## src/hdl/interlock_pkg.sv

```systemverilog
/*
  Shared constants, types and register layout for the multi-processor
  resource interlock. Assumes one processor clock domain and a plain
  strobe-based register port driven by the processor core.
*/
// Notes on behaviour
// - Test op: sign flag copies peer line level
// - Both handshake lines are active-low pins
// - Both ops run only in system mode
// - Request clears zero flag before sampling
// - Busy peer: clear sign, drop out, finish
// - Idle peer: raise outgoing request line
// - Decrement delay word until it reaches zero
// - Second sample: peer active sets sign
package interlock_pkg;

  localparam int ADDR_W = 4;
  localparam int DATA_W = 16;

  // register word offsets
  localparam logic [ADDR_W-1:0] CMD_OFS = 4'h0;
  localparam logic [ADDR_W-1:0] DELAY_OFS = 4'h1;
  localparam logic [ADDR_W-1:0] FLAGS_OFS = 4'h2;
  localparam logic [ADDR_W-1:0] STATUS_OFS = 4'h3;

  // command field and codes
  localparam int OP_POS = 0;
  localparam logic [1:0] OP_NONE = 2'h0;
  localparam logic [1:0] OP_TEST = 2'h1;
  localparam logic [1:0] OP_REQUEST = 2'h2;

  // status field positions; bit 1 is write-one-to-clear
  localparam int ST_BUSY_POS = 0;
  localparam int ST_FAULT_POS = 1;
  localparam int ST_OUT_POS = 2;
  localparam int ST_PEER_POS = 3;

  // reset values
  localparam logic [5:0] FLAGS_RST = 6'h00;
  localparam logic [15:0] DELAY_RST = 16'h0000;

  // processor cycles spent per decrement of the delay word
  localparam int DEC_STEP_CYCLES = 7;

  typedef struct packed {
    logic h;
    logic d;
    logic v;
    logic s;
    logic z;
    logic c;
  } flags_s;

  typedef struct packed {
    logic wrEn;
    logic rdEn;
    logic [ADDR_W-1:0] addr;
    logic [DATA_W-1:0] wrData;
  } regReq_s;

  typedef enum logic [2:0] {
    ST_IDLE,
    ST_CLEAR_Z,
    ST_FIRST_SAMPLE,
    ST_COUNT,
    ST_FINAL
  } state_e;

endpackage : interlock_pkg

```

## src/hdl/multi_cpu_resource_interlock.sv

```systemverilog
/*
  Execution logic for the peer-line test and resource-request operations,
  with the flag word, the delay word and a status word on a plain register
  port. Assumes synchronous active-low peer pins and a core that gives the
  current system/normal mode as a level.
*/
`timescale 1ns/1ns
module multi_cpu_resource_interlock #(
  parameter int DELAY_W = interlock_pkg::DATA_W,
  parameter int STEP_CYCLES = interlock_pkg::DEC_STEP_CYCLES
) (
  input wire logic core_clk,
  input wire logic rst,
  input wire logic clkEn,
  input wire interlock_pkg::regReq_s regReq,
  output logic [interlock_pkg::DATA_W-1:0] rdData,
  input wire logic systemMode,
  input wire logic peerLineN,
  output logic reqLineN,
  output logic busy,
  output logic opDone,
  output interlock_pkg::flags_s flags
);
  import interlock_pkg::*;

  localparam int PACE_W = $clog2(STEP_CYCLES + 1);

  initial
  begin
    if (DELAY_W < 2 || DELAY_W > DATA_W)
    begin
      $error("interlock: DELAY_W must lie in 2..DATA_W");
    end
    if (STEP_CYCLES < 1)
    begin
      $error("interlock: STEP_CYCLES must be at least 1");
    end
  end

  state_e state_q;
  state_e state_d;
  flags_s flags_q;
  flags_s flags_d;
  logic reqOut_q;
  logic reqOut_d;
  logic fault_q;
  logic fault_d;
  logic done_q;
  logic done_d;
  logic [PACE_W-1:0] pace_q;
  logic [PACE_W-1:0] pace_d;
  logic [DATA_W-1:0] rdData_q;
  logic [DATA_W-1:0] rdData_d;

  logic peerActive;
  logic wrCmd;
  logic wrDelay;
  logic wrFlags;
  logic wrStatus;
  logic [1:0] opCode;
  logic setFault;
  logic cntLoad;
  logic cntDec;
  logic [DELAY_W-1:0] cntValue;
  logic cntIsOne;
  logic idle;

  assign peerActive = ~peerLineN;
  assign idle = (state_q == ST_IDLE);

  // address decode for writes
  always_comb
  begin
    wrCmd = 1'b0;
    wrDelay = 1'b0;
    wrFlags = 1'b0;
    wrStatus = 1'b0;
    if (regReq.wrEn && regReq.addr == CMD_OFS)
    begin
      wrCmd = 1'b1;
    end
    else if (regReq.wrEn && regReq.addr == DELAY_OFS)
    begin
      wrDelay = 1'b1;
    end
    else if (regReq.wrEn && regReq.addr == FLAGS_OFS)
    begin
      wrFlags = 1'b1;
    end
    else if (regReq.wrEn && regReq.addr == STATUS_OFS)
    begin
      wrStatus = 1'b1;
    end
  end

  assign opCode = regReq.wrData[OP_POS +: 2];

  // delay word only changes under software while no request runs
  assign cntLoad = wrDelay && idle;

  delay_word_counter #(
    .WIDTH(DELAY_W)
  ) delayWord (
    .core_clk(core_clk),
    .rst(rst),
    .clkEn(clkEn),
    .load(cntLoad),
    .loadVal(regReq.wrData[DELAY_W-1:0]),
    .dec(cntDec),
    .value(cntValue),
    .isOne(cntIsOne)
  );

  // operation sequencer
  always_comb
  begin
    state_d = state_q;
    flags_d = flags_q;
    reqOut_d = reqOut_q;
    pace_d = pace_q;
    done_d = 1'b0;
    setFault = 1'b0;
    cntDec = 1'b0;
    // one op at a time; a command written while busy is dropped
    case (state_q)
      ST_IDLE:
      begin
        // flags and command only land while idle; busy writes drop
        if (wrFlags)
        begin
          flags_d = regReq.wrData[5:0];
        end
        if (wrCmd && opCode != OP_NONE)
        begin
          if (!systemMode)
          begin
            setFault = 1'b1;
          end
          else if (opCode == OP_TEST)
          begin
            // other flags kept as they are
            flags_d.s = ~peerActive;
            done_d = 1'b1;
          end
          else if (opCode == OP_REQUEST)
          begin
            state_d = ST_CLEAR_Z;
          end
          else
          begin
            setFault = 1'b1;
          end
        end
      end
      ST_CLEAR_Z:
      begin
        flags_d.z = 1'b0;
        state_d = ST_FIRST_SAMPLE;
      end
      ST_FIRST_SAMPLE:
      begin
        if (peerActive)
        begin
          flags_d.s = 1'b0;
          reqOut_d = 1'b0;
          done_d = 1'b1;
          state_d = ST_IDLE;
        end
        else
        begin
          reqOut_d = 1'b1;
          pace_d = '0;
          state_d = ST_COUNT;
        end
      end
      ST_COUNT:
      begin
        if (pace_q == PACE_W'(STEP_CYCLES - 1))
        begin
          pace_d = '0;
          cntDec = 1'b1;
          // peers answer before this ends
          // stop on the step that takes one to zero
          if (cntIsOne)
          begin
            state_d = ST_FINAL;
          end
        end
        else
        begin
          pace_d = pace_q + PACE_W'(1);
        end
      end
      ST_FINAL:
      begin
        flags_d.s = peerActive;
        flags_d.z = 1'b1;
        reqOut_d = 1'b0;
        done_d = 1'b1;
        state_d = ST_IDLE;
      end
      default:
      begin
        // unused encodings fall back to idle
        state_d = ST_IDLE;
      end
    endcase
  end

  // fault flag: refused op sets it, status write of one clears it
  always_comb
  begin
    fault_d = fault_q;
    if (setFault)
    begin
      // set wins, so a refusal is never lost to a racing clear
      fault_d = 1'b1;
    end
    else if (wrStatus && regReq.wrData[ST_FAULT_POS])
    begin
      fault_d = 1'b0;
    end
  end

  // read data, one cycle after the strobe
  always_comb
  begin
    rdData_d = '0;
    // command word is write-only and reads as zero
    if (regReq.rdEn && regReq.addr == CMD_OFS)
    begin
      rdData_d = '0;
    end
    else if (regReq.rdEn && regReq.addr == DELAY_OFS)
    begin
      rdData_d[DELAY_W-1:0] = cntValue;
    end
    else if (regReq.rdEn && regReq.addr == FLAGS_OFS)
    begin
      rdData_d[5:0] = flags_q;
    end
    else if (regReq.rdEn && regReq.addr == STATUS_OFS)
    begin
      rdData_d[ST_BUSY_POS] = ~idle;
      rdData_d[ST_FAULT_POS] = fault_q;
      rdData_d[ST_OUT_POS] = reqOut_q;
      rdData_d[ST_PEER_POS] = peerActive;
    end
  end

  // sequencer state
  always_ff @(posedge core_clk)
  begin
    if (rst)
    begin
      state_q <= ST_IDLE;
      flags_q <= FLAGS_RST;
      reqOut_q <= 1'b0;
      done_q <= 1'b0;
      pace_q <= '0;
    end
    else if (clkEn)
    begin
      state_q <= state_d;
      flags_q <= flags_d;
      reqOut_q <= reqOut_d;
      done_q <= done_d;
      pace_q <= pace_d;
    end
  end

  // register-port state; frozen with the sequencer so reads stay coherent
  always_ff @(posedge core_clk)
  begin
    if (rst)
    begin
      fault_q <= 1'b0;
      rdData_q <= '0;
    end
    else if (clkEn)
    begin
      fault_q <= fault_d;
      rdData_q <= rdData_d;
    end
  end

  // logical one drives the pin low
  assign reqLineN = ~reqOut_q;
  assign rdData = rdData_q;
  assign busy = ~idle;
  assign opDone = done_q;
  assign flags = flags_q;

endmodule : multi_cpu_resource_interlock

```

## src/hdl/delay_word_counter.sv

```systemverilog
/*
  Loadable down-counting word register used as the request delay count.
  Assumes load and decrement are never requested in the same cycle.
*/
`timescale 1ns/1ns
module delay_word_counter #(
  parameter int WIDTH = 16
) (
  input wire logic core_clk,
  input wire logic rst,
  input wire logic clkEn,
  input wire logic load,
  input wire logic [WIDTH-1:0] loadVal,
  input wire logic dec,
  output logic [WIDTH-1:0] value,
  output logic isOne
);
  import interlock_pkg::*;

  logic [WIDTH-1:0] count_q;
  logic [WIDTH-1:0] count_d;

  initial
  begin
    if (WIDTH < 2)
    begin
      $error("delay_word_counter: WIDTH must be at least 2");
    end
  end

  always_comb
  begin
    count_d = count_q;
    if (load)
    begin
      count_d = loadVal;
    end
    else if (dec)
    begin
      // zero wraps round, so a zero count gives the longest delay
      count_d = count_q - WIDTH'(1);
    end
  end

  always_ff @(posedge core_clk)
  begin
    if (rst)
    begin
      count_q <= DELAY_RST[WIDTH-1:0];
    end
    else if (clkEn)
    begin
      count_q <= count_d;
    end
  end

  assign value = count_q;
  assign isOne = (count_q == WIDTH'(1));

endmodule : delay_word_counter

```

## config.mk

```make
export PLATFORM = sky130hd
export DESIGN_NAME = multi_cpu_resource_interlock
export DESIGN_NICKNAME = d
export VERILOG_FILES = /design/src/hdl/interlock_pkg.sv /design/src/hdl/multi_cpu_resource_interlock.sv /design/src/hdl/delay_word_counter.sv
export SDC_FILE = /design/constraint.sdc
export NUM_CORES = 1
export LEC_CHECK = 0
export BUFFER_PORTS_ARGS = -buffer_cell sky130_fd_sc_hd__buf_2
export CORE_ASPECT_RATIO = 1.25
export CORE_UTILIZATION = 55
export CTS_CLUSTER_DIAMETER = 120
export DETAILED_ROUTE_END_ITERATION = 7
export PLACE_DENSITY = 0.84
export SYNTH_ARGS = -nofsm -noshare
export SYNTH_HDL_FRONTEND = slang
export SYNTH_HIERARCHICAL = 1
export SYNTH_SLANG_ARGS = --single-unit
```

## constraint.sdc

```tcl
create_clock -name core_clk -period 2.6 [get_ports core_clk]
set_clock_uncertainty 0.15 [all_clocks]
set_input_delay 0.39 -clock core_clk [delete_from_list [all_inputs] [get_ports core_clk]]
set_output_delay 0.39 -clock core_clk [all_outputs]
set_load 0.1 [all_outputs]
```

After elaboration in Yosys (flattened, before gate mapping). Cells that the tools add are included.

Register bits: 47. Input port bits: 27. Output and inout port bits: 25. Word-level logic and storage cells: 118.

$add $sub $neg: 2. Equality and inequality tests: 20. Mux-type cells: 52. Bitwise gates (word level): 3. Reductions and logical operators: 28.

Operators by type and width (number): $mux 16 (3); $mux 1 (28); $mux 3 (9); $eq 16x1->1 const B (1); $sub 16x1->16 const B (1); $ne 2x2->1 const B (7); $pmux 3 s4 (1); $reduce_and 3->1 (4); $logic_and 1x1->1 (11); $mux 10 (1); $reduce_bool 2->1 (5); $pmux 1 s3 (3); $eq 4x2->1 const B (2); $mux 4 (2); $reduce_and 7->1 (1); $eq 3x2->1 const B (2); $eq 3x3->1 const B (2); $mux 6 (1); $pmux 3 s2 (1); $reduce_and 2->1 (3); $reduce_bool 3->1 (2); $eq 4x1->1 const B (1); $logic_not 4->1 (1); $mux 2 (2); 8 further kinds (11).

Longest topological paths before layout. Gate-level depths: netlist of run 1.

Word-level depth: 10. Depth in mapped cells: 11. Depth with buffers taken out: 8.

Cells and area by module. Netlist of run 1, hierarchy kept.

Modules (own cells, without submodules): multi_cpu_resource_interlock (instances 1, cells each 206, area an instance 1631.6 µm², sequential area each 620.6 µm²); delay_word_counter (instances 1, cells each 145, area an instance 1078.5 µm², sequential area each 320.3 µm²).

Worst setup path before layout of run 1. Ideal clock, no wire load.

Path kind: flip-flop to flip-flop. Start: register state_q[1]. End: register delayWord.count_q[15] (netlist: delayWord/value[15]). Setup time: 60 ps. Arrival time: 2699 ps. Data required time: 2390 ps. Setup slack: -309 ps. Stages on the path, launching flop included: 10. Buffers on the path: 2. Clock period less this slack: 2909 ps. Cell sequence: dfxtp_1 -> buf_4 -> nor3_1 -> inv_1 -> nor3_1 -> buf_4 -> o21ai_1 -> or4b_1 -> o32a_1 -> nand2_1.

Longest elaborated chain between the ends: 4. Elaborated cells on any way between the ends: 7. Those cells by class: eq/ne: 1; mux: 2; reduce/logical: 4.

RTL lines: from (decl) (line multi_cpu_resource_interlock.sv:40) `state_e state_q;`; from (signal assigned) (line multi_cpu_resource_interlock.sv:264) `state_q <= state_d;`; $logic_not 3->1 (*) (line multi_cpu_resource_interlock.sv:69) `assign idle = (state_q == ST_IDLE);`; $logic_and 1x1->1 (*) (line multi_cpu_resource_interlock.sv:99) `assign cntLoad = wrDelay && idle;`; via cntLoad (line multi_cpu_resource_interlock.sv:62) `logic cntLoad;`; $reduce_bool 2->1 (no line); $reduce_and 2->1 (no line); to (signal assigned) (line delay_word_counter.sv:49) `count_q <= DELAY_RST[WIDTH-1:0];`; to (signal assigned) (line delay_word_counter.sv:53) `count_q <= count_d;`; to (decl) (line delay_word_counter.sv:20) `logic [WIDTH-1:0] count_q;`.

The timed path passes the listed nets; every way through them passes the cells marked *. A chain may end at the register's enable or synchronous reset.

Final worst setup path of run 1.
Start: register delayWord.count_q[7] (netlist: delayWord/value[7]). End: register state_q[1].

Longest elaborated chain between the ends: 3.

RTL lines: $eq 16x1->1 (line delay_word_counter.sv:58) `assign isOne = (count_q == WIDTH'(1));`; via cntIsOne (line multi_cpu_resource_interlock.sv:65) `logic cntIsOne;`; $ne 2x2->1 (no line); $reduce_and 7->1 (no line).

The timed path passes the listed nets, and every way through them passes these cells.

==> run_results.csv, run 1 <==
group,metric,value,unit
die,io_pins,52,
sta,tightestPinTransition,681,ps
cells_and_area,nNetsFinal,433,
detailed_routing,antenna_left,0,
logic_synthesis,syn_area_per_cell,7.72,sq um
sta,hold_viol,0,
sta,rsz0062_at_grt,"no",
logic_synthesis,synth_ff_type,"dfxtp_1",
detailed_routing,drc,0,
power,peakVddDrop,0.334,mV
worst_setup_path,worst_setup_path_start_kind,"flip-flop",
detailed_routing,top_layer,"met4",
logic_synthesis,ys_ff_latch,47,
cells_and_area,area_delta_synth_final,17.8,%
logic_synthesis,synthTopCellsByArea,"dfxtp_1 (35%), nor2_1 (6.2%), nand2_1 (5.1%), a21oi_1 (5.0%), o21ai_0 (4.1%)",
detailed_routing,drt_wl_total,6.96,mm
sta,timing.hold.ws,188,ps
global_route,grt_max_degree,44,
logic_synthesis,synth_top_area_frac,0.347,
logic_synthesis,synth_nets,383,
clock_tree,root_buffer,"clkbuf_8",
logic_synthesis,synth_cell_types,64,
clock_tree,cts_htree_levels,2,
worst_setup_path,path_cells,"nor4_2 > nand3_1 > nor4_1 > and4b_1 > o21ai_0 > or4_1 > a21oi_1",
cells_and_area,multi_input_area,0.00160,sq mm
cells_and_area,fillers,400,
die,core-area,0.00473,sq mm
power,powerDensity,489,mW/mm^2
job,drv_cap,0,
logic_synthesis,synth_area,0.00271,sq mm
detailed_routing,via_per_inst,6.07,
sta,max_slew_margin,0.544,
logic_synthesis,syn_inst,351,
sta,slew_viol_final,0,
status,status,"complete, no violations",
global_route,grt_pass1_vias,2523,
worst_setup_path,end_kind,"flip-flop",
logic_synthesis,synth_edf_count,0,
clock_tree,clk_latency,310,ps
global_route,antenna_found_initial,0,
sta,fin_crit,2330,ps
worst_setup_path,cp_slowest_cell,"or4_1",
worst_setup_path,cpPeakStageDelay,440,ps
placed_design,pre_cts_slack,271,ps
worst_setup_path,worstPathArrival,2430,ps
detailed_routing,vias,2806,
cells_and_area,postLayoutCellArea,0.00319,sq mm
sta,finalWorstSetupSlack,270,ps
cells_and_area,fin_cells,462,
worst_setup_path,crit_type,"flip-flop to flip-flop",
die,fp.dieArea,0.00521,sq mm
global_route,grt_overflow,0,
global_route,grt_pass1_wl,11.2,mm
logic_synthesis,seq_area_frac_synth,0.347,
clock_tree,cts_sinks,47,
logic_synthesis,async_reset_ff_frac,0,
sta,totalNegativeSetupSlack,0,ps
die,rows,28,
die,initial_core_util,0.573,
placed_design,dpl.hpwl,4.98,mm
logic_synthesis,synth-warning-count,6,
sta,fmax,429,MHz
detailed_routing,routedWlPerCell,15.1,microns
placed_design,dpl-instance-area,0.00306,sq mm
sta,finalSetupViolations,0,
clock_tree,postCtsSetupRepairBufs,0,
min_path,hold_path.class,"primary input to flip-flop",
placed_design,gp_congestion,0.901,
detailed_routing,dr.pass1.iters,5,
placed_design,place_inst,454,
worst_setup_path,required,2700,ps
clock_tree,clock_path_buffers,2,
sta,timing.final.crit_share,0.896,
die,die-height,80.5,microns
detailed_routing,met1_length,2.98,mm
power,p_leak,1.31,nW
global_route,track_usage,0.273,
die,die_x,64.8,microns
detailed_routing,wl_met3,353,microns
detailed_routing,wl_met2,3.48,mm
cells_and_area,regArea,941,sq um
clock_tree,cts_buffers,5,
cells_and_area,diodes,0,
clock_tree,path_clk_slew,90,ps
clock_tree,cts_hold_buf,0,
logic_synthesis,synth_top_cell_by_area,"dfxtp_1",
detailed_routing,drtIter0Drc,196,
clock_tree,tritoncts,"done",
clock_tree,cts_resized,0,
cells_and_area,drive_above_1_share,0.221,
placed_design,portBuffers,51,
worst_setup_path,crit_fanout,4,
-- metrics by stage --
stage                      util  power, mW
after global placement    0.646      0.920
after global routing      0.675       1.61
after detailed placement  0.646      0.924
final                     0.675       1.56
after floorplan               -      0.869
after CTS                 0.675       1.56
-- worst max-delay path: cells and delay by family, from the launching register on --
kind               cells  cell delay (ps)
AOI/OAI and AO/OA      2              300
DFF                    1              330
and+or+nand+nor        5             1500
-- where the power goes --
part / switching, mW / internal, mW / leakage, nW
Combinational: 0.111 / 0.0658 / 0.864
Sequential: 0.00786 / 0.726 / 0.379
Clock: 0.267 / 0.384 / 0.0644
Total: 0.386 / 1.18 / 1.31
-- state kept, by name (all words and copies together) (netlist names) --
signal,flops
flags,6
opDone,1
fault_q,1
rdData,16
delayWord/value,16
pace_q,3
state_q,3
reqOut_q,1
-- Yosys cell counts (3+ instances only) --
cell	instances
buf_2	3
nor3_1	8
dfxtp_1	47
or3_1	7
nor4_1	4
nand3b_1	3
inv_1	13
ha_1	5
a31oi_1	7
o21ai_0	22
nor2_1	45
nand2b_1	5
o31ai_1	5
nor2b_1	17
mux2i_1	4
buf_4	5
clkbuf_1	13
o21a_1	3
nand2_1	37
a21oi_1	27
a22oi_1	8
nand4_1	6
nand3_1	7
-- logic make-up after synthesis --
family / Yosys count / synth area share
compound gates: 99 / 0.241
flops: 47 / 0.347
fa+ha+maj: 5 / 0.0231
mux: 4 / 0.0148
xor+xnor: 1 / 0.00323
buf+inv: 37 / 0.0651
simple gates: 158 / 0.305
-- final cells by class --
type                            count  share of cell area
Sequential cell                    47               0.295
Clock buffer                        5              0.0216
Tap cell                           60              0.0235
Inverter                           13              0.0153
Multi-Input combinational cell    267               0.502
Timing Repair Buffer               67               0.122
Clock inverter                      3              0.0212
-- cells in the final DEF, fill, tap and decap left out, types with 3 or more instances in the layout --
cell type	netlist	final
buf_2	3	51
dfxtp_1	47	47
nor2_1	45	45
nand2_1	37	37
a21oi_1	27	27
o21ai_0	22	22
nor2b_1	17	17
buf_4	5	15
inv_1	13	12
a22oi_1	8	8
nand3_1	7	7
or3_1	7	7
a31oi_1	7	7
nor3_1	8	6
nand4_1	6	6
nand2b_1	5	5
o31ai_1	5	5
ha_1	5	5
clkbuf_8	0	5
mux2i_1	4	4
nor4_1	4	4
nor3_2	1	3
nand3b_1	3	3
o21a_1	3	3
-- per-layer routing --
layer  vias to the layer above  GRT usage
met5                         -          0
met4                         0      0.127
met3                        13     0.0469
met2                       105      0.470
met1                      1326      0.325
li1                       1362          -
-- worst paths after layout --
| kind | endpoint | slack, ps | depth (start not counted) | startpoint |
|---|---|---|---|---|
| worst min register to register | rdData[2] | 310 | 2 | rdData[2] |
| worst min-delay path | flags[5] | 190 | 3 | regReq[5] |
| worst max register to register | state_q[1] | 270 | 7 | delayWord/value[7] |
| worst max-delay path | state_q[1] | 270 | 7 | delayWord/value[7] |
Power figures use the tool's default switching activity.
==> run 2, diff against run 1 <==
--- a/config.mk
+++ b/config.mk
@@ -7,11 +7,10 @@
 export LEC_CHECK = 0
 export BUFFER_PORTS_ARGS = -buffer_cell sky130_fd_sc_hd__buf_2
 export CORE_ASPECT_RATIO = 1.25
-export CORE_UTILIZATION = 55
+export CORE_UTILIZATION = 50
 export CTS_CLUSTER_DIAMETER = 120
 export DETAILED_ROUTE_END_ITERATION = 7
-export PLACE_DENSITY = 0.84
+export PLACE_DENSITY = 0.81
 export SYNTH_ARGS = -nofsm -noshare
 export SYNTH_HDL_FRONTEND = slang
-export SYNTH_HIERARCHICAL = 1
 export SYNTH_SLANG_ARGS = --single-unit
==> constraint.sdc (replaced) <==
create_clock -name core_clk -period 2 [get_ports core_clk]
set_clock_uncertainty 0.15 [all_clocks]
set_input_delay 0.3 -clock core_clk [delete_from_list [all_inputs] [get_ports core_clk]]
set_output_delay 0.3 -clock core_clk [all_outputs]
set_load 0.1 [all_outputs]
==> run 2 against run 1 <==
  * Synthesized cell count decreased by 6.0%
  * Highest routed layer unchanged
  * Via count up 2.9%
  * First-iteration DRC count up 82%
  * Register-to-register slack got worse by 220 ps
  * Total power rose by 19%
==> run_results.csv, run 2 <==
group,metric,value,unit
clock_tree,clk_latency,300,ps
sta,slew_viol_final,0,
clock_tree,cts_htree_levels,2,
worst_setup_path,cp_slowest_cell,"dfxtp_1",
logic_synthesis,synthTopCellsByArea,"dfxtp_1 (36%), nor2_1 (6.5%), nand2_1 (4.5%), a22oi_1 (4.0%), a21oi_1 (3.7%)",
sta,tightestPinTransition,488,ps
detailed_routing,drtIter0Drc,356,
logic_synthesis,synth_top_area_frac,0.362,
sta,timing.hold.ws,117,ps
sta,finalSetupViolations,0,
worst_setup_path,worst-path-buf-inv,4,
die,rows,28,
job,drv_cap,0,
worst_setup_path,path_cells,"buf_4 > nor3_2 > buf_4 > inv_1 > buf_2",
worst_setup_path,r2r_start,"delayWord.value[2]",
cells_and_area,drive_above_1_share,0.290,
worst_setup_path,rrSetupSlack,50,ps
placed_design,portBuffers,51,
global_route,grt_max_degree,23,
clock_tree,tritoncts,"done",
detailed_routing,routedWlPerCell,16.4,microns
die,die_x,66.5,microns
logic_synthesis,yosys-mux-area-fraction,0.0231,
worst_setup_path,cpPeakStageDelay,320,ps
logic_synthesis,synth_top_cell_by_area,"dfxtp_1",
placed_design,dpl.hpwl,5.62,mm
sta,fin_crit,1970,ps
worst_setup_path,rr_endpoint,"delayWord.value[10]",
logic_synthesis,ys_ff_latch,47,
logic_synthesis,syn_area_per_cell,7.87,sq um
worst_setup_path,crit_type,"flip-flop to primary output",
cells_and_area,fillers,417,
worst_setup_path,rr_worst_depth,5,
worst_setup_path,worstPathArrival,1520,ps
logic_synthesis,synth_ff_type,"dfxtp_1",
worst_setup_path,crit_top_cell,"buf_4",
cells_and_area,final_cell_mix,"buf_2 (51), dfxtp_1 (46), nor2_1 (44)",
clock_tree,cts_sinks,47,
sta,timing.final.crit_share,0.985,
power,peakVddDrop,0.467,mV
logic_synthesis,async_reset_ff_frac,0,
die,die-height,82.6,microns
clock_tree,clock_path_buffers,2,
die,initial_core_util,0.533,
cells_and_area,diodes,0,
clock_tree,root_buffer,"clkbuf_8",
clock_tree,cts_buffers,5,
sta,rsz0062_at_grt,"yes",
logic_synthesis,synth-warning-count,0,
die,core-area,0.00487,sq mm
detailed_routing,drt_wl_total,7.67,mm
power,powerDensity,569,mW/mm^2
logic_synthesis,synth_area,0.00260,sq mm
cells_and_area,regArea,942,sq um
placed_design,pre_cts_slack,30.6,ps
logic_synthesis,synth-compound-area-share,0.255,
logic_synthesis,synth_cell_types,53,
detailed_routing,vias,2887,
global_route,grt_pass1_wl,12.3,mm
cells_and_area,multi_input_area,0.00154,sq mm
detailed_routing,drc,0,
clock_tree,path_clk_slew,80,ps
global_route,antenna_found_initial,0,
min_path,hold_path.class,"primary input to flip-flop",
sta,hold_viol,0,
worst_setup_path,crit_fanout,9,
worst_setup_path,end_kind,"primary output",
cells_and_area,layout_commonest_cell,"buf_2",
clock_tree,cts_hold_buf,0,
global_route,track_usage,0.294,
global_route,grt_overflow,0,
worst_setup_path,path_delay_family,"buffers and inverters",
logic_synthesis,synth_top_family_by_area,"simple AND/OR/NAND/NOR gates",
global_route,grt_pass1_vias,2627,
sta,max_slew_margin,0.677,
logic_synthesis,synth_xor_area_frac,0,
logic_synthesis,yosys.area_share.simple,0.274,
power,p_leak,1.39,nW
detailed_routing,antenna_left,0,
sta,fmax,508,MHz
min_path,hold_path_end,"flags[5]",
die,io_pins,52,
worst_setup_path,required,1550,ps
logic_synthesis,synth_nets,362,
logic_synthesis,synth.most_common_cell,"dfxtp_1",
logic_synthesis,yosys.area_share.adder,0.0241,
sta,finalWorstSetupSlack,29.8,ps
status,status,"complete, no violations",
logic_synthesis,synth_edf_count,0,
cells_and_area,area_delta_synth_final,25.7,%
die,fp.dieArea,0.00549,sq mm
detailed_routing,via_per_inst,6.18,
worst_setup_path,worst_setup_path_start_kind,"flip-flop",
min_path,hold_start,"regReq[5]",
placed_design,gp_congestion,0.945,
detailed_routing,dr.pass1.iters,6,
logic_synthesis,synthTopCellsByCount,"dfxtp_1 (47), nor2_1 (45), nand2_1 (31)",
min_path,min_path_cells,3,
logic_synthesis,syn_inst,330,
logic_synthesis,seq_area_frac_synth,0.362,
cells_and_area,nNetsFinal,439,
==> run 2: cell type report <==
cell class	instances	area share
Clock inverter	1	0.00153
Multi-Input combinational cell	247	0.471
Tap cell	60	0.0230
Timing Repair Buffer	94	0.177
Clock buffer	6	0.0253
Sequential cell	47	0.289
Inverter	12	0.0138
==> run 2: repair_timing <==
action / CTS / global route
pin swaps: 0 / 5
setup buffers: 0 / 4
endpoints found under the setup margin: 1 / 5
cloned: 0 / 0
resized for setup: 1 / 9
==> run 2: worst min-delay path: stages <==
cell and delay [ps]:
buf_2 90, mux2i_1 60, nor2_1 80
==> run 2: logic make-up (layout without fill, tap and decap cells) <==
family,after synthesis,in the layout
AO/OA/AOI/OAI,96,96
flip-flops,47,47
multiplexers,6,6
buffers and inverters,36,113
AND/OR/NAND/NOR,140,140
adder cells (fa/ha/maj),5,5
==> run 2: metrics by stage <==
stage | utilization | power, mW | setup TNS [ps] | cells | cell area, sq um
after floorplan | - | 1.17 | 0 | 330 | 2610
after global placement | 0.639 | 1.27 | 0 | 456 | 3110
after detailed placement | 0.639 | 1.27 | 0 | 456 | 3110
after CTS | 0.659 | 1.85 | 0 | 463 | 3210
after global routing | 0.670 | 1.94 | -31.3 | 467 | 3260
final | 0.670 | 1.86 | 0 | 467 | 3260
==> run 2: worst max-delay path by stage <==
stage | from | to | slack (ps) | depth (start not counted)
6_report | state_q[1] | busy | 30 | 5
5_1_grt | state_q[1] | busy | -20 | 5
4_1_cts | delayWord.value[8] | delayWord.value[15] | 40 | 6
3_5_place_dp | delayWord.value[8] | delayWord.value[15] | 30 | 6
3_3_place_gp | delayWord.value[8] | delayWord.value[15] | 50 | 6
2_1_floorplan | delayWord.value[0] | delayWord.value[14] | 30 | 6
==> run 2: routing by layer <==
layer	up-vias	routed length [microns]	GRT usage
li1	1374	-	-
met2	130	3850	0.499
met5	-	0	0
met3	19	464	0.0549
met1	1364	3120	0.359
met4	0	233	0.136
==> run 2: report_power, final <==
part	internal, mW	switching (mW)
sequential	0.946	0.00998
clock	0.272	0.316
combinational	0.112	0.201
total	1.33	0.528
==> run 3, diff against run 2 <==
--- a/config.mk
+++ b/config.mk
@@ -5,12 +5,14 @@
 export SDC_FILE = /design/constraint.sdc
 export NUM_CORES = 1
 export LEC_CHECK = 0
+export ABC_AREA = 1
 export BUFFER_PORTS_ARGS = -buffer_cell sky130_fd_sc_hd__buf_2
 export CORE_ASPECT_RATIO = 1.25
 export CORE_UTILIZATION = 50
 export CTS_CLUSTER_DIAMETER = 120
 export DETAILED_ROUTE_END_ITERATION = 7
 export PLACE_DENSITY = 0.81
+export REMOVE_ABC_BUFFERS = 1
 export SYNTH_ARGS = -nofsm -noshare
 export SYNTH_HDL_FRONTEND = slang
 export SYNTH_SLANG_ARGS = --single-unit
==> run 3 against run 2 <==
  * Combinational power increased by 28%
  * Non-clock buffer count down 34
  * Design area fell by 0.42%
  * Critical path type unchanged
  * Sequential share of layout area is 0.084 points higher
  * Global-route usage down 4.7 points
  * Area after synthesis grew 8.9%
  * Critical endpoint unchanged
  * Flip-flop and latch count unchanged
  * Die area up 8.7%
==> run_results.csv, run 3 <==
group,metric,value,unit
status,status,"complete, no violations",
worst_setup_path,startpoint,"state_q[2]",
power,powerDensity,598,mW/mm^2
worst_setup_path,crit_fanout,5,
clock_tree,cts_buffers,5,
sta,tightestPinTransition,873,ps
cells_and_area,nNetsFinal,536,
cells_and_area,regArea,941,sq um
global_route,track_usage,0.248,
logic_synthesis,synthTopCellsByArea,"dfxtp_1 (33%), nand2_1 (18%), nor2_1 (9.3%), inv_1 (5.7%), a21oi_1 (5.3%)",
sta,fin_crit,1870,ps
die,die_x,69.3,microns
logic_synthesis,syn_inst,450,
power,total_power,1.94,mW
worst_setup_path,path_cells,"inv_2 > nand2_4 > buf_2",
clock_tree,tritoncts,"done",
global_route,antenna_found_initial,0,
logic_synthesis,synth.most_common_cell,"nand2_1",
detailed_routing,dr.pass1.iters,4,
clock_tree,clock_path_buffers,2,
sta,finalWorstSetupSlack,128,ps
worst_setup_path,worst-path-buf-inv,2,
die,rows,30,
worst_setup_path,path_delay_family,"buffers and inverters",
cells_and_area,fin_cells,569,
placed_design,gp_congestion,0.862,
job,drv_cap,0,
power,p_leak,1.54,nW
cells_and_area,finalCoreUtilization,0.597,
placed_design,pre_cts_slack,-9.38,ps
sta,rsz0062_at_grt,"no",
detailed_routing,drc,0,
sta,finalSetupViolations,0,
die,fp.dieArea,0.00597,sq mm
clock_tree,cts_sinks,47,
cells_and_area,area_delta_synth_final,14.9,%
cells_and_area,layout_commonest_cell,"nand2_1",
logic_synthesis,synth_top_area_frac,0.333,
worst_setup_path,worstPathArrival,1420,ps
placed_design,dpl.hpwl,5.14,mm
cells_and_area,drive_above_1_share,0.184,
global_route,grt_pass1_wl,12.1,mm
die,io_pins,52,
cells_and_area,fillers,554,
logic_synthesis,synthTopCellsByCount,"nand2_1 (134), nor2_1 (70), dfxtp_1 (47)",
worst_setup_path,r2r_start,"delayWord.value[0]",
worst_setup_path,cp_slowest_cell,"dfxtp_1",
placed_design,dpl-instance-area,0.00316,sq mm
global_route,grt_overflow,0,
sta,timing.final.crit_share,0.936,
die,initial_core_util,0.520,
min_path,hold_start,"regReq[5]",
worst_setup_path,crit_type,"flip-flop to primary output",
logic_synthesis,synth_edf_count,0,
logic_synthesis,ys_ff_latch,47,
die,core-area,0.00544,sq mm
logic_synthesis,seq_area_frac_synth,0.333,
sta,max_slew_margin,0.416,
worst_setup_path,end_kind,"primary output",
clock_tree,root_buffer,"clkbuf_8",
sta,timing.hold.ws,91.6,ps
worst_setup_path,cpPeakStageDelay,460,ps
cells_and_area,multi_input_area,0.00166,sq mm
logic_synthesis,async_reset_ff_frac,0,
sta,hold_viol,0,
sta,totalNegativeSetupSlack,0,ps
clock_tree,clk_latency,310,ps
min_path,hold_path.class,"primary input to flip-flop",
logic_synthesis,synth_cell_types,31,
cells_and_area,postLayoutCellArea,0.00325,sq mm
global_route,grt_pass1_vias,2726,
cells_and_area,diodes,0,
global_route,grt_max_degree,31,
detailed_routing,antenna_left,0,
logic_synthesis,synth_ff_type,"dfxtp_1",
sta,slew_viol_final,0,
logic_synthesis,syn_area_per_cell,6.29,sq um
detailed_routing,routedWlPerCell,12.0,microns
detailed_routing,vias,2932,
placed_design,place_inst,561,
detailed_routing,drtIter0Drc,208,
clock_tree,path_clk_slew,90,ps
worst_setup_path,required,1550,ps
worst_setup_path,worst_setup_path_start_kind,"flip-flop",
detailed_routing,drt_wl_total,6.84,mm
sta,fmax,534,MHz
placed_design,portBuffers,51,
die,die-height,86.1,microns
detailed_routing,via_per_inst,5.15,
clock_tree,cts_htree_levels,2,
logic_synthesis,synth-warning-count,0,
logic_synthesis,synth_area,0.00283,sq mm
cells_and_area,final_cell_mix,"nand2_1 (134), nor2_1 (69), buf_2 (51)",
power,peakVddDrop,0.370,mV
logic_synthesis,synth_top_cell_by_area,"dfxtp_1",
clock_tree,postCtsSetupRepairBufs,0,
## run 3: cell types whose count changed after synthesis, moves of 11 or more
cell     previous run  this run
a21oi_1            19        30
nand3_1            13        28
inv_1              12        43
nor2_1             45        70
a22oi_1            14         0
nand2_1            31       134
## run 3: kinds of logic (layout without fill, tap and decap cells)
family | count (synthesis) | count (layout) | share of synthesized area
fa+ha+maj | 5 | 5 | 0.0221
flops | 47 | 47 | 0.333
compound gates | 73 | 73 | 0.146
simple gates | 267 | 267 | 0.413
buf+inv | 58 | 113 | 0.0858
## run 3: what timing repair did
action                     4_1_cts  5_1_grt
setup endpoints to repair        0        3
gates resized for setup          0        2
hold buffers                     0        0
## run 3: path summary, 6_finish.rpt
check	to	cells past startpoint	slack, ps
hold reg to reg	rdData[12]	2	310
hold / removal	flags[5]	3	90
setup / recovery	busy	3	130
setup reg to reg	delayWord.value[6]	11	210
## run 3: power by group
part,switching (mW),leakage [nW],internal (mW),total [mW]
clock network,0.321,0.0422,0.246,0.567
registers,0.0217,0.379,0.953,0.975
logic,0.283,1.12,0.118,0.401
## run 3: cell type report
type / instances / area share
clock inverters: 1 / 0.00154
inverters: 45 / 0.0520
flip-flops and latches: 47 / 0.289
repair buffers: 60 / 0.0993
clock buffers: 7 / 0.0235
well taps: 64 / 0.0246
multi-input cells: 345 / 0.510
## run 3: layer usage
layer / vias up / GRT usage / routed length (microns)
met4: 0 / 0.0928 / 157
met3: 16 / 0.0388 / 317
met5: - / 0 / 0
met1: 1285 / 0.289 / 3010
li1: 1546 / - / -
met2: 85 / 0.455 / 3350
## run 3: worst register-to-register path, delay by kind of cell (launching register included)
| kind | cells | cell delay [ps] |
|---|---|---|
| AO/OA/AOI/OAI | 1 | 140 |
| adder cells (fa/ha/maj) | 1 | 200 |
| buffers and inverters | 2 | 160 |
| flip-flops | 1 | 340 |
| AND/OR/NAND/NOR | 7 | 680 |
